**src/inc/ulc_pkg.sv**
```systemverilog
// Shared constants for the serial line control and status block.
// Assumes an 8-bit register port at offsets 0 to 7.
package ulc_pkg;
  // Register offsets
  localparam logic [2:0] ADDR_DATA = 3'h0;
  localparam logic [2:0] ADDR_IER = 3'h1;
  localparam logic [2:0] ADDR_FIFO = 3'h2;
  localparam logic [2:0] ADDR_LCR = 3'h3;
  localparam logic [2:0] ADDR_MCR = 3'h4;
  localparam logic [2:0] ADDR_LSR = 3'h5;
  localparam logic [2:0] ADDR_MSR = 3'h6;
  localparam logic [2:0] ADDR_SCR = 3'h7;
  // Line format control fields
  localparam int LCR_STOP = 2;
  localparam int LCR_PEN = 3;
  localparam int LCR_EPS = 4;
  localparam int LCR_STICK = 5;
  localparam int LCR_SIL = 6;
  localparam int LCR_DLAB = 7;
  // Modem control fields
  localparam int MCR_DTR = 0;
  localparam int MCR_RTS = 1;
  localparam int MCR_LBRI = 2;
  localparam int MCR_IRQEN = 3;
  localparam int MCR_LOOP = 4;
  // FIFO control fields
  localparam int FCR_EN = 0;
  localparam int FCR_RXCLR = 1;
  localparam int FCR_TXCLR = 2;
  // Interrupt enable field
  localparam int IER_TX = 1;
  // Error bits above the data in a receive entry
  localparam int RXE_PE = 8;
  localparam int RXE_FE = 9;
  localparam int RXE_BI = 10;
  // Reset values
  localparam logic [7:0] LCR_RST = 8'h03;
  localparam logic [4:0] MCR_RST = 5'h00;
  localparam logic [3:0] IER_RST = 4'h0;
  localparam logic [15:0] DIV_RST = 16'h0001;
  // Timing in 16x ticks
  localparam logic [5:0] TK_HALF = 6'h07;
  localparam logic [5:0] TK_BIT = 6'h0f;
  localparam logic [5:0] TK_STOP1 = 6'h0f;
  localparam logic [5:0] TK_STOP15 = 6'h17;
  localparam logic [5:0] TK_STOP2 = 6'h1f;
  localparam int FIFO_DEPTH = 16;
  // Character bit phases, shared by transmitter and receiver
  typedef enum logic [2:0] {ST_IDLE, ST_START, ST_DATA, ST_PAR, ST_STOP} ulc_bit_e;
endpackage : ulc_pkg

```
**src/design/ulc_fifo.sv**
```systemverilog
// Flip-flop FIFO with optional single-entry limit.
// Assumes the caller never pushes when full unless it also pops.
`timescale 1ns/10ps
module ulc_fifo #(
  parameter int W = 11,
  parameter int DEPTH = 16,
  parameter int AW = 4
) (
  input wire logic sys_clk_in,
  input wire logic rst_n_in,
  input wire logic clear_in,
  input wire logic one_deep_in,
  input wire logic push_in,
  input wire logic [W-1:0] data_in,
  input wire logic pop_in,
  output logic [W-1:0] data_out,
  output logic empty_out,
  output logic full_out
);
  logic [W-1:0] mem [DEPTH];
  logic [AW-1:0] wp, rp, next_wp, next_rp;
  logic [AW:0] cnt, next_cnt;

  // Head and fill level; one-deep mode acts as a holding register
  assign data_out = mem[rp];
  assign empty_out = (cnt == '0);
  assign full_out = one_deep_in ? !empty_out : (cnt == (AW+1)'(DEPTH));

  // Pointer arithmetic
  always_comb begin
    next_wp = wp;
    next_rp = rp;
    next_cnt = cnt;
    if (clear_in) begin
      next_wp = '0;
      next_rp = '0;
      next_cnt = '0;
    end else begin
      if (push_in) next_wp = wp + 1'b1;
      if (pop_in && !empty_out) next_rp = rp + 1'b1;
      next_cnt = cnt + (AW+1)'(push_in) - (AW+1)'(pop_in && !empty_out);
    end
  end

  always_ff @(posedge sys_clk_in or negedge rst_n_in) begin
    if (!rst_n_in) begin
      wp <= '0;
      rp <= '0;
      cnt <= '0;
    end else begin
      wp <= next_wp;
      rp <= next_rp;
      cnt <= next_cnt;
    end
  end

  // Storage has no reset; contents are meaningless until pushed
  always_ff @(posedge sys_clk_in) begin
    if (push_in && !clear_in) mem[wp] <= data_in;
  end
endmodule : ulc_fifo

```
**src/design/ulc_uart.sv**
```systemverilog
// Serial port core: register file, baud divider, transmitter, receiver.
// Assumes a synchronous register port and pins already in the clock domain.
//
// The address-and-strobe port was left to the implementer.
`timescale 1ns/10ps
module ulc_uart #(
  parameter int DEPTH = ulc_pkg::FIFO_DEPTH
) (
  input wire logic sys_clk_in,
  input wire logic rst_n_in,
  input wire logic [2:0] addr_in,
  input wire logic [7:0] wr_data_in,
  input wire logic wr_in,
  input wire logic rd_in,
  output logic [7:0] rd_data_out,
  input wire logic serial_in,
  output logic serial_out,
  input wire logic cts_n_in,
  input wire logic dsr_n_in,
  input wire logic ri_n_in,
  input wire logic dcd_n_in,
  output logic dtr_n_out,
  output logic rts_n_out,
  output logic irq_out
);
  logic [7:0] lcr, next_lcr, scr, next_scr;
  logic [4:0] mcr, next_mcr;
  logic [3:0] ier, next_ier;
  logic [15:0] div, next_div, bcnt, next_bcnt;
  logic fen, next_fen, tick;
  logic dlab, lb, wr_thr, pop_cpu, lsr_rd, rx_clr, tx_clr;
  logic [7:0] mask;
  logic [2:0] last;

  // Decoded controls
  assign dlab = lcr[ulc_pkg::LCR_DLAB];
  assign lb = mcr[ulc_pkg::MCR_LOOP];
  assign last = {1'b1, lcr[1:0]};
  assign mask = {lcr[1:0] == 2'h3, lcr[1], |lcr[1:0], 5'h1f};
  assign wr_thr = wr_in && addr_in == ulc_pkg::ADDR_DATA && !dlab;
  assign pop_cpu = rd_in && addr_in == ulc_pkg::ADDR_DATA && !dlab;
  assign lsr_rd = rd_in && addr_in == ulc_pkg::ADDR_LSR;
  // Toggling FIFO mode flushes both queues so no stale depth remains
  assign rx_clr = wr_in && addr_in == ulc_pkg::ADDR_FIFO
    && (wr_data_in[ulc_pkg::FCR_RXCLR] || wr_data_in[ulc_pkg::FCR_EN] != fen);
  assign tx_clr = wr_in && addr_in == ulc_pkg::ADDR_FIFO
    && (wr_data_in[ulc_pkg::FCR_TXCLR] || wr_data_in[ulc_pkg::FCR_EN] != fen);

  // Control register writes
  always_comb begin
    next_lcr = lcr;
    next_mcr = mcr;
    next_ier = ier;
    next_div = div;
    next_scr = scr;
    next_fen = fen;
    if (wr_in) begin
      unique case (addr_in)
        ulc_pkg::ADDR_DATA: if (dlab) next_div[7:0] = wr_data_in;
        ulc_pkg::ADDR_IER: begin
          if (dlab) next_div[15:8] = wr_data_in;
          else next_ier = wr_data_in[3:0];
        end
        ulc_pkg::ADDR_FIFO: next_fen = wr_data_in[ulc_pkg::FCR_EN];
        ulc_pkg::ADDR_LCR: next_lcr = wr_data_in;
        ulc_pkg::ADDR_MCR: next_mcr = wr_data_in[4:0];
        ulc_pkg::ADDR_SCR: next_scr = wr_data_in;
        default: next_scr = scr;
      endcase
    end
  end

  always_ff @(posedge sys_clk_in or negedge rst_n_in) begin
    if (!rst_n_in) begin
      lcr <= ulc_pkg::LCR_RST;
      mcr <= ulc_pkg::MCR_RST;
      ier <= ulc_pkg::IER_RST;
      div <= ulc_pkg::DIV_RST;
      scr <= 8'h00;
      fen <= 1'b0;
    end else begin
      lcr <= next_lcr;
      mcr <= next_mcr;
      ier <= next_ier;
      div <= next_div;
      scr <= next_scr;
      fen <= next_fen;
    end
  end

  // 16x baud enable; a divisor of zero behaves as one
  // A count left above a newly lowered divisor restarts at once, not after it
  assign tick = (bcnt <= 16'h0001) || (bcnt > div);
  assign next_bcnt = tick ? div : bcnt - 16'h0001;

  always_ff @(posedge sys_clk_in or negedge rst_n_in) begin
    if (!rst_n_in) bcnt <= ulc_pkg::DIV_RST;
    else bcnt <= next_bcnt;
  end

  // Transmit queue: depth one doubles as the holding register
  logic [7:0] tx_head;
  logic tx_empty, tx_full, tx_pop;
  ulc_fifo #(.W(8), .DEPTH(DEPTH), .AW($clog2(DEPTH))) u_txq (
    .sys_clk_in(sys_clk_in),
    .rst_n_in(rst_n_in),
    .clear_in(tx_clr),
    .one_deep_in(!fen),
    // A write may land in the cycle the shifter frees the slot
    .push_in(wr_thr && (!tx_full || tx_pop)),
    .data_in(wr_data_in),
    .pop_in(tx_pop),
    .data_out(tx_head),
    .empty_out(tx_empty),
    .full_out(tx_full)
  );

  ulc_pkg::ulc_bit_e tx_st, next_tx_st;
  logic [5:0] tx_cnt, next_tx_cnt, stop_end;
  logic [2:0] tx_bit, next_tx_bit;
  logic [7:0] tx_sh, next_tx_sh;
  logic tx_line, next_tx_line, tx_par, next_tx_par, hold_empty, tx_idle;

  assign stop_end = !lcr[ulc_pkg::LCR_STOP] ? ulc_pkg::TK_STOP1
    : (lcr[1:0] == 2'h0 ? ulc_pkg::TK_STOP15 : ulc_pkg::TK_STOP2);
  assign hold_empty = tx_empty;
  // idle needs queue and shifter both empty
  assign tx_idle = tx_empty && tx_st == ulc_pkg::ST_IDLE;

  // parity value from data and format
  function automatic logic par_of(input logic [7:0] d, input logic [7:0] l);
    if (l[ulc_pkg::LCR_STICK]) par_of = !l[ulc_pkg::LCR_EPS];
    else par_of = l[ulc_pkg::LCR_EPS] ? ^d : ~^d;
  endfunction : par_of

  // Transmit bit sequencer
  always_comb begin
    next_tx_st = tx_st;
    next_tx_cnt = tx_cnt;
    next_tx_bit = tx_bit;
    next_tx_sh = tx_sh;
    next_tx_line = tx_line;
    next_tx_par = tx_par;
    tx_pop = 1'b0;
    if (tx_st != ulc_pkg::ST_IDLE && tick) next_tx_cnt = tx_cnt + 6'h01;
    unique case (tx_st)
      ulc_pkg::ST_IDLE: begin
        next_tx_line = 1'b1;
        if (!tx_empty) begin
          tx_pop = 1'b1;
          next_tx_sh = tx_head & mask;
          next_tx_par = par_of(tx_head & mask, lcr);
          next_tx_line = 1'b0;
          next_tx_cnt = 6'h00;
          next_tx_st = ulc_pkg::ST_START;
        end
      end
      ulc_pkg::ST_START: if (tick && tx_cnt == ulc_pkg::TK_BIT) begin
        next_tx_line = tx_sh[0];
        next_tx_bit = 3'h0;
        next_tx_cnt = 6'h00;
        next_tx_st = ulc_pkg::ST_DATA;
      end
      ulc_pkg::ST_DATA: if (tick && tx_cnt == ulc_pkg::TK_BIT) begin
        next_tx_cnt = 6'h00;
        next_tx_sh = {1'b0, tx_sh[7:1]};
        next_tx_line = tx_sh[1];
        next_tx_bit = tx_bit + 3'h1;
        if (tx_bit == last) begin
          next_tx_st = lcr[ulc_pkg::LCR_PEN] ? ulc_pkg::ST_PAR : ulc_pkg::ST_STOP;
          next_tx_line = lcr[ulc_pkg::LCR_PEN] ? tx_par : 1'b1;
        end
      end
      ulc_pkg::ST_PAR: if (tick && tx_cnt == ulc_pkg::TK_BIT) begin
        next_tx_cnt = 6'h00;
        next_tx_line = 1'b1;
        next_tx_st = ulc_pkg::ST_STOP;
      end
      ulc_pkg::ST_STOP: if (tick && tx_cnt == stop_end) begin
        next_tx_st = ulc_pkg::ST_IDLE;
      end
    endcase
  end

  always_ff @(posedge sys_clk_in or negedge rst_n_in) begin
    if (!rst_n_in) begin
      tx_st <= ulc_pkg::ST_IDLE;
      tx_cnt <= 6'h00;
      tx_bit <= 3'h0;
      tx_sh <= 8'h00;
      tx_line <= 1'b1;
      tx_par <= 1'b0;
    end else begin
      tx_st <= next_tx_st;
      tx_cnt <= next_tx_cnt;
      tx_bit <= next_tx_bit;
      tx_sh <= next_tx_sh;
      tx_line <= next_tx_line;
      tx_par <= next_tx_par;
    end
  end

  // Receive side
  ulc_pkg::ulc_bit_e rx_st, next_rx_st;
  logic [5:0] rx_cnt, next_rx_cnt;
  logic [2:0] rx_bit, next_rx_bit;
  logic [7:0] rx_sh, next_rx_sh, rx_data;
  logic rx_prev, next_rx_prev, rx_zero, next_rx_zero, rx_pe, next_rx_pe;
  logic rx_src, rx_push, rx_fe, rx_bi;
  assign rx_src = lb ? tx_line : serial_in;
  // Right-justify short words
  assign rx_data = rx_sh >> (3'h7 - last);
  assign rx_fe = !rx_src;
  assign rx_bi = rx_zero && !rx_src;

  // Receive bit sequencer, sampling mid-bit
  always_comb begin
    next_rx_st = rx_st;
    next_rx_cnt = rx_cnt;
    next_rx_bit = rx_bit;
    next_rx_sh = rx_sh;
    next_rx_zero = rx_zero;
    next_rx_pe = rx_pe;
    next_rx_prev = tick ? rx_src : rx_prev;
    rx_push = 1'b0;
    if (tick) next_rx_cnt = rx_cnt + 6'h01;
    unique case (rx_st)
      // Needs a high sample first, so a held break is one character
      ulc_pkg::ST_IDLE: if (tick && rx_prev && !rx_src) begin
        next_rx_cnt = 6'h00;
        next_rx_st = ulc_pkg::ST_START;
      end
      ulc_pkg::ST_START: if (tick && rx_cnt == ulc_pkg::TK_HALF) begin
        next_rx_cnt = 6'h00;
        next_rx_bit = 3'h0;
        next_rx_sh = 8'h00;
        next_rx_zero = 1'b1;
        next_rx_pe = 1'b0;
        next_rx_st = rx_src ? ulc_pkg::ST_IDLE : ulc_pkg::ST_DATA;
      end
      ulc_pkg::ST_DATA: if (tick && rx_cnt == ulc_pkg::TK_BIT) begin
        next_rx_cnt = 6'h00;
        // first data bit is bit zero
        next_rx_sh = {rx_src, rx_sh[7:1]};
        next_rx_zero = rx_zero && !rx_src;
        next_rx_bit = rx_bit + 3'h1;
        if (rx_bit == last)
          next_rx_st = lcr[ulc_pkg::LCR_PEN] ? ulc_pkg::ST_PAR : ulc_pkg::ST_STOP;
      end
      ulc_pkg::ST_PAR: if (tick && rx_cnt == ulc_pkg::TK_BIT) begin
        next_rx_cnt = 6'h00;
        next_rx_zero = rx_zero && !rx_src;
        next_rx_pe = rx_src != par_of(rx_data, lcr);
        next_rx_st = ulc_pkg::ST_STOP;
      end
      // Only the first stop bit is checked
      ulc_pkg::ST_STOP: if (tick && rx_cnt == ulc_pkg::TK_BIT) begin
        rx_push = 1'b1;
        next_rx_st = ulc_pkg::ST_IDLE;
      end
    endcase
  end

  always_ff @(posedge sys_clk_in or negedge rst_n_in) begin
    if (!rst_n_in) begin
      rx_st <= ulc_pkg::ST_IDLE;
      rx_cnt <= 6'h00;
      rx_bit <= 3'h0;
      rx_sh <= 8'h00;
      rx_zero <= 1'b0;
      rx_pe <= 1'b0;
      rx_prev <= 1'b0;
    end else begin
      rx_st <= next_rx_st;
      rx_cnt <= next_rx_cnt;
      rx_bit <= next_rx_bit;
      rx_sh <= next_rx_sh;
      rx_zero <= next_rx_zero;
      rx_pe <= next_rx_pe;
      rx_prev <= next_rx_prev;
    end
  end

  // Receive queue; a full holding register is overwritten by pop plus push
  logic [10:0] rx_head;
  logic rx_empty, rx_full, rx_ovr, rx_in_en, rx_pop;
  assign rx_ovr = rx_push && rx_full && !pop_cpu;
  assign rx_in_en = rx_push && (!rx_full || pop_cpu || !fen);
  assign rx_pop = pop_cpu || (rx_ovr && !fen);
  ulc_fifo #(.W(11), .DEPTH(DEPTH), .AW($clog2(DEPTH))) u_rxq (
    .sys_clk_in(sys_clk_in),
    .rst_n_in(rst_n_in),
    .clear_in(rx_clr),
    .one_deep_in(!fen),
    .push_in(rx_in_en),
    .data_in({rx_bi, rx_fe, rx_pe && !rx_bi, rx_bi ? 8'h00 : rx_data}),
    .pop_in(rx_pop),
    .data_out(rx_head),
    .empty_out(rx_empty),
    .full_out(rx_full)
  );

  // Status flags; a new event beats a same-cycle status read
  logic [2:0] err, next_err;
  logic [4:0] ecnt, next_ecnt;
  logic seen, next_seen, overrun_error, next_oer, rx_fifo_error_flag, next_rx_fifo_error_flag, push_err, head_err;
  assign push_err = rx_in_en && (rx_bi || rx_fe || rx_pe);
  assign head_err = rx_pop && !rx_empty && |rx_head[10:8];

  always_comb begin
    // errors of the head entry, once per entry
    next_err = err & {3{!lsr_rd}};
    if (!rx_empty && !seen) next_err = next_err | rx_head[10:8];
    next_seen = rx_pop ? 1'b0 : (seen || !rx_empty);
    next_oer = (overrun_error && !lsr_rd) || rx_ovr;
    next_ecnt = rx_clr ? 5'h00 : ecnt + 5'(push_err) - 5'(head_err);
    next_rx_fifo_error_flag = fen && (next_ecnt != 5'h00 || (rx_fifo_error_flag && !lsr_rd));
    if (rx_clr) begin
      next_err = 3'h0;
      next_seen = 1'b0;
    end
  end

  always_ff @(posedge sys_clk_in or negedge rst_n_in) begin
    if (!rst_n_in) begin
      err <= 3'h0;
      ecnt <= 5'h00;
      seen <= 1'b0;
      overrun_error <= 1'b0;
      rx_fifo_error_flag <= 1'b0;
    end else begin
      err <= next_err;
      ecnt <= next_ecnt;
      seen <= next_seen;
      overrun_error <= next_oer;
      rx_fifo_error_flag <= next_rx_fifo_error_flag;
    end
  end

  // Read path and pin drivers, all registered
  logic [7:0] lsr, msr, next_rd;
  logic [3:0] mdm;
  logic next_serial_out, next_dtr, next_rts, next_irq, irq_cond;
  assign irq_cond = ier[ulc_pkg::IER_TX] && hold_empty;
  assign lsr = {rx_fifo_error_flag, tx_idle, hold_empty, err, overrun_error, !rx_empty};
  assign mdm = lb ? {mcr[ulc_pkg::MCR_IRQEN], mcr[ulc_pkg::MCR_LBRI],
                     mcr[ulc_pkg::MCR_DTR], mcr[ulc_pkg::MCR_RTS]}
                  : ~{dcd_n_in, ri_n_in, dsr_n_in, cts_n_in};
  assign msr = {mdm, 4'h0};

  always_comb begin
    next_rd = rd_data_out;
    if (rd_in) begin
      unique case (addr_in)
        ulc_pkg::ADDR_DATA: next_rd = dlab ? div[7:0] : rx_head[7:0];
        ulc_pkg::ADDR_IER: next_rd = dlab ? div[15:8] : {4'h0, ier};
        ulc_pkg::ADDR_FIFO: next_rd = {fen, fen, 4'h0, irq_cond, !irq_cond};
        ulc_pkg::ADDR_LCR: next_rd = lcr;
        ulc_pkg::ADDR_MCR: next_rd = {3'h0, mcr};
        ulc_pkg::ADDR_LSR: next_rd = lsr;
        ulc_pkg::ADDR_MSR: next_rd = msr;
        ulc_pkg::ADDR_SCR: next_rd = scr;
        default: next_rd = 8'h00;
      endcase
    end
    // output high in loopback, otherwise the transmit line bit, held low when silenced
    next_serial_out = lb ? 1'b1 : (tx_line && !lcr[ulc_pkg::LCR_SIL]);
    // inverted control bits, inactive in loopback
    next_dtr = lb || !mcr[ulc_pkg::MCR_DTR];
    next_rts = lb || !mcr[ulc_pkg::MCR_RTS];
    next_irq = irq_cond && mcr[ulc_pkg::MCR_IRQEN];
  end

  always_ff @(posedge sys_clk_in or negedge rst_n_in) begin
    if (!rst_n_in) begin
      rd_data_out <= 8'h00;
      serial_out <= 1'b1;
      dtr_n_out <= 1'b1;
      rts_n_out <= 1'b1;
      irq_out <= 1'b0;
    end else begin
      rd_data_out <= next_rd;
      serial_out <= next_serial_out;
      dtr_n_out <= next_dtr;
      rts_n_out <= next_rts;
      irq_out <= next_irq;
    end
  end

  // Checks on the registered outputs and flags
  loop_out_a: assert property (@(posedge sys_clk_in) disable iff (!rst_n_in)
    lb |=> serial_out) else $error("serial output not high in loopback");
  modem_idle_a: assert property (@(posedge sys_clk_in) disable iff (!rst_n_in)
    lb |=> dtr_n_out && rts_n_out) else $error("modem outputs active in loopback");
  dtr_inv_a: assert property (@(posedge sys_clk_in) disable iff (!rst_n_in)
    !lb |=> dtr_n_out == !$past(mcr[ulc_pkg::MCR_DTR]))
    else $error("dtr output not inverted control bit");
  div_low_a: assert property (@(posedge sys_clk_in) disable iff (!rst_n_in)
    wr_in && dlab && addr_in == ulc_pkg::ADDR_DATA |=> div[7:0] == $past(wr_data_in))
    else $error("divisor low byte not written");
  hold_clr_a: assert property (@(posedge sys_clk_in) disable iff (!rst_n_in)
    wr_thr && !tx_clr |=> !hold_empty) else $error("holding empty after data write");
  idle_read_a: assert property (@(posedge sys_clk_in) disable iff (!rst_n_in)
    lsr_rd |=> rd_data_out[6] == ($past(tx_empty) && $past(tx_st) == ulc_pkg::ST_IDLE))
    else $error("transmitter idle flag wrong");
  rx_fifo_error_flag_off_a: assert property (@(posedge sys_clk_in) disable iff (!rst_n_in)
    lsr_rd && !fen |=> !rd_data_out[7]) else $error("fifo error flag set outside fifo mode");
  ready_read_a: assert property (@(posedge sys_clk_in) disable iff (!rst_n_in)
    lsr_rd |=> rd_data_out[0] == !$past(rx_empty)) else $error("ready flag wrong");
  par_bit_a: assert property (@(posedge sys_clk_in) disable iff (!rst_n_in)
    tx_st == ulc_pkg::ST_START && lcr[ulc_pkg::LCR_PEN] && !lcr[ulc_pkg::LCR_STICK]
    |-> ((^tx_sh) ^ tx_par) == !lcr[ulc_pkg::LCR_EPS])
    else $error("parity bit gives wrong count of ones");
endmodule : ulc_uart

```
**config.mk**
```make
export PLATFORM = sky130hd
export DESIGN_NAME = ulc_uart
export DESIGN_NICKNAME = d
export VERILOG_FILES = /design/src/inc/ulc_pkg.sv /design/src/design/ulc_fifo.sv /design/src/design/ulc_uart.sv
export SDC_FILE = /design/constraint.sdc
export NUM_CORES = 1
export LEC_CHECK = 0
export BUFFER_PORTS_ARGS = -buffer_cell sky130_fd_sc_hd__clkbuf_2
export CORE_MARGIN = 2
export CORE_UTILIZATION = 60
export CTS_BUF_LIST = sky130_fd_sc_hd__clkbuf_16
export CTS_CLUSTER_SIZE = 10
export DETAILED_ROUTE_END_ITERATION = 10
export HOLD_SLACK_MARGIN = 0.05
export PLACE_DENSITY = 0.77
export SLEW_MARGIN = 15
export SYNTH_ARGS = -nofsm -noshare
export SYNTH_HDL_FRONTEND = slang
export SYNTH_SLANG_ARGS = --single-unit
export TNS_END_PERCENT = 20
```
**constraint.sdc**
```tcl
create_clock -name sys_clk_in -period 10.5 [get_ports sys_clk_in]
set_input_delay 0.525 -clock sys_clk_in [delete_from_list [all_inputs] [get_ports sys_clk_in]]
set_output_delay 0.525 -clock sys_clk_in [all_outputs]
set_load 0.03 [all_outputs]
```
==> summary.md <==
| Metric | Value |
|---|---|
| Worst reg-to-reg setup slack | `about 5000 ps` |
| Worst-case reg-to-reg path depth | `19` |
| Total track usage | `0.2706` |
| Final hold viol count | `0` |
| VDD IR-drop max | `between 0.00015 and 0.0002 V` |
| Crit path to | `rx_fifo_error_flag` |
| Internal | `3735 µW` |
| Share of layout cells above drive strength 1 | `0.1887` |
| Clock Tree Buf Depth | `3` |
| Mapped Cells | `between 1000 and 1500` |
| Final Critical Period | `5508 ps` |
| Worst slack at placement | `about 5100 ps` |
| Most frequent CP cell | `inv_1` |
| Yosys Warn Count | `0` |
| DRT Pass-1 Iters | `5` |
| Static Leak | `approximately 0.0085 µW` |
| Combinational Power Share | `0.277` |
| Htree depth | `2` |
| Setup TNS | `0 ps` |
| Async SR Flop Fraction | `0.3333` |
| Arr. time, crit path | `5960 ps` |
| Reg2reg end | `rx_fifo_error_flag` |
| Hold_ws | `around 390 ps` |
| Die extent in y | `between 150 and 200 µm` |
| Filler cells | `between 2000 and 2500` |
| Clock skew | `roughly 26 ps` |
| Startpoint types | `register` |
| DIE AREA | `35720 µm²` |
| Drt drc | `0` |
| Net Sw Frac | `0.3200` |
| I/O pins | `32` |
| Nets | `roughly 1500` |
| Area Growth Syn to Fin | `10.81%` |
| Predominant post-synthesis flop cell | `edfxtp_1` |
| Post-route cell area | `about 23000 µm²` |
| Initial antenna violation count | `0` |
| Starting density of the core | `0.6109` |
| Outcome | `completed` |
| Clock power frac | `0.287` |
| Die X-Extent | `about 190 µm` |
| Max Fclk | `between 150 and 200 MHz` |
| Area leader, netlist | `edfxtp_1` |
| Vias per cell | `6.269` |
| Core area | `between 30000 and 40000 µm²` |
| Net Sw Power | `around 1800 µW` |
| DP Area | `between 20000 and 25000 µm²` |
| Normalized max-slew margin | `0.2582` |
| Post-CTS Resized | `0` |
| Overflow after GRT | `0` |
| Rows | `67` |
| Final slew viol count | `0` |
| Largest net degree at the start of global routing | `between 80 and 90` |
| Worst path slowest cell | `a2111o_1` |
| Worst r2r src | `bcnt[8]` |
| Crit end category | `register` |
| Final WL | `between 40000 and 50000 µm` |
| Final WS setup | `around 5000 ps` |
| Count leader, synth | `edfxtp_1` |
| Mapped Nets | `between 1500 and 2000` |
| Ranking of synthesized cells by area | `edfxtp_1, dfrtp_1, mux4_2` |
| Worst slew pin tran | `between 1000 and 1500 ps` |
| Endpoints failing setup | `0` |
| Routed wire per std cell | `between 20 and 25 µm` |
| Max-cap check violation count | `0` |
| Final total power | `about 5500 µW` |
| Flop pwr share | `0.435` |
| Diodes inserted | `0` |
| Synth cell types | `69` |
| Clock-pin transition on the worst setup and hold timing paths | `60 ps` |
| Port bufs | `31` |
| Clock sinks | `about 460` |
| DRT iter0 DRCs | `~1100` |
| Worst skew pair latency | `slightly below 600 ps` |
| Slowest Stage Delay on Critical Path | `approximately 820 ps` |
| CTS Buf Count | `52` |
| Synth cell count leaders | `edfxtp_1, dfrtp_1, nand2_1` |
| CP cell instances | `or3_4 -> or4_4 -> nor2_2 -> nand2_1 -> nor4_4 -> nor2_4 -> buf_4 -> a2111o_1 -> inv_1 -> o21ai_0 -> ha_1 -> inv_1 -> ha_1 -> inv_1 -> fa_1 -> nor2b_1 -> nor3_1 -> a2111o_1 -> o31a_1` |
| Post-synth EDFFs | `about 300` |
| Seq cells post-synth | `~460` |
| Req. time, crit path | `approximately 11000 ps` |
| Vias | `around 12000` |
| Crit share post-route | `0.5246` |
| Critical path peak fanout | `55` |
| CTS root buf | `clkbuf_16` |
| P per Cell Area | `241.4 nW/µm²` |
| Placed wire-length estimate | `about 29000 µm` |
| Routability congestion estimate | `0.9105` |
| Cell Area, Synth | `slightly above 20000 µm²` |
| CTS tree | `yes` |
| Hold Path Class | `in2reg` |
| CP Class | `reg2reg` |
| Vias in the first global route | `around 12000` |
| Register area share after synthesis | `0.6302` |
| Post-synth top area share | `0.4445` |
| Global-route wire length before repair | `72480 µm` |
| Worst Setup SP | `bcnt[8]` |
| Final ANT Viol Nets | `0` |
| Mean Syn Cell Area | `about 14 µm²` |
| RSZ-0062 raised after global routing | `no` |
## routing by layer
metal / track usage / vias up / part of all wire
met2: 0.4269 / 466 / 0.48
li1: - / 5473 / -
met5: 0 / - / 0
met4: 0.1007 / 0 / 0.033
met1: 0.3808 / 6282 / 0.42
met3: 0.05097 / 91 / 0.069
## worst min path at each step
stage,start,to,slack (ps),cells past startpoint
3_3_place_gp,lcr[6],serial_out,450,1
3_5_place_dp,lcr[6],serial_out,460,1
5_1_grt,rd_in,rd_data_out[2],440,2
2_1_floorplan,rst_n_in,bcnt[10],230,0
6_report,rd_in,rd_data_out[3],390,2
4_1_cts,rd_in,rd_data_out[3],360,2
## layout make-up
class	count	area, µm²	share of cell area
Multi-Input combinational cell	853	7182	0.3156
Clock inverter	43	201.4	0.008852
Clock buffer	52	1301	0.05718
Sequential cell	456	12950	0.5689
Timing Repair Buffer	57	359.1	0.01578
Tap cell	448	560.5	0.02463
Inverter	55	206.4	0.009072
## flip-flops by register name, summed over array words and instances (netlist names), 8 cells and up
signal,cells
lcr,8
scr,8
u_rxq.mem,176
u_txq.mem,128
tx_sh,8
rx_sh,8
div,16
rd_data_out,8
bcnt,16
## repair_timing
action | in CTS | in global routing
hold buffers | 1 | 0
buffers inserted | 0 | 0
endpoints found under the setup margin | 0 | 0
endpoints found under the hold margin | 63 | 0
## power by group through the flow
stage          Clock [µW]  Sequential, µW  Combinational (µW)
6_report             1580            2390                1520
2_1_floorplan           0            2330                1180
3_3_place_gp            0            2410                1460
3_5_place_dp            0            2420                1510
4_1_cts              1600            2390                1520
5_1_grt              1680            2420                1690
## through the flow
| stage | utilization | instances |
|---|---|---|
| global placement | 0.6320 | 1868 |
| CTS | 0.6770 | 1964 |
| finish | 0.6770 | 1964 |
| global route | 0.6770 | 1964 |
| detailed placement | 0.6320 | 1868 |
| floorplan | - | 1436 |
## placed cells by master, fill, tap and decap left out, types with 6 or more instances in the layout
cell / instances
mux2_2: 55
ha_1: 49
nand4_1: 7
and2_1: 27
dfrtp_1: 141
a211oi_1: 6
or3_1: 12
xor2_1: 21
xnor2_1: 40
clkbuf_16: 52
nor2b_1: 22
a22oi_1: 20
inv_1: 89
clkbuf_2: 30
buf_4: 25
a31oi_1: 7
nand2_1: 100
nor3_1: 12
edfxtp_1: 304
nand2b_1: 8
nor2_1: 89
mux2i_1: 33
a21oi_1: 64
nand3_1: 28
o21ai_0: 70
mux4_2: 84
dfstp_2: 8
## worst max-delay path: cells and delay by family (launching register included)
kind            cells  cell delay, ps
flops               1             420
simple gates        8            1920
fa+ha+maj           3             810
compound gates      4            1620
buf+inv             4             590
## cells by family after synthesis
group                    Yosys count  share of synthesized area
flip-flops                       456                     0.6302
AND/OR/NAND/NOR                  353                    0.08487
AO/OA/AOI/OAI                    214                    0.06385
multiplexers                     173                     0.1389
buffers and inverters            127                    0.02340
XOR/XNOR                          61                    0.02602
adder cells (fa/ha/maj)           52                    0.03278
Note: power is estimated with default switching activity, not from simulation.
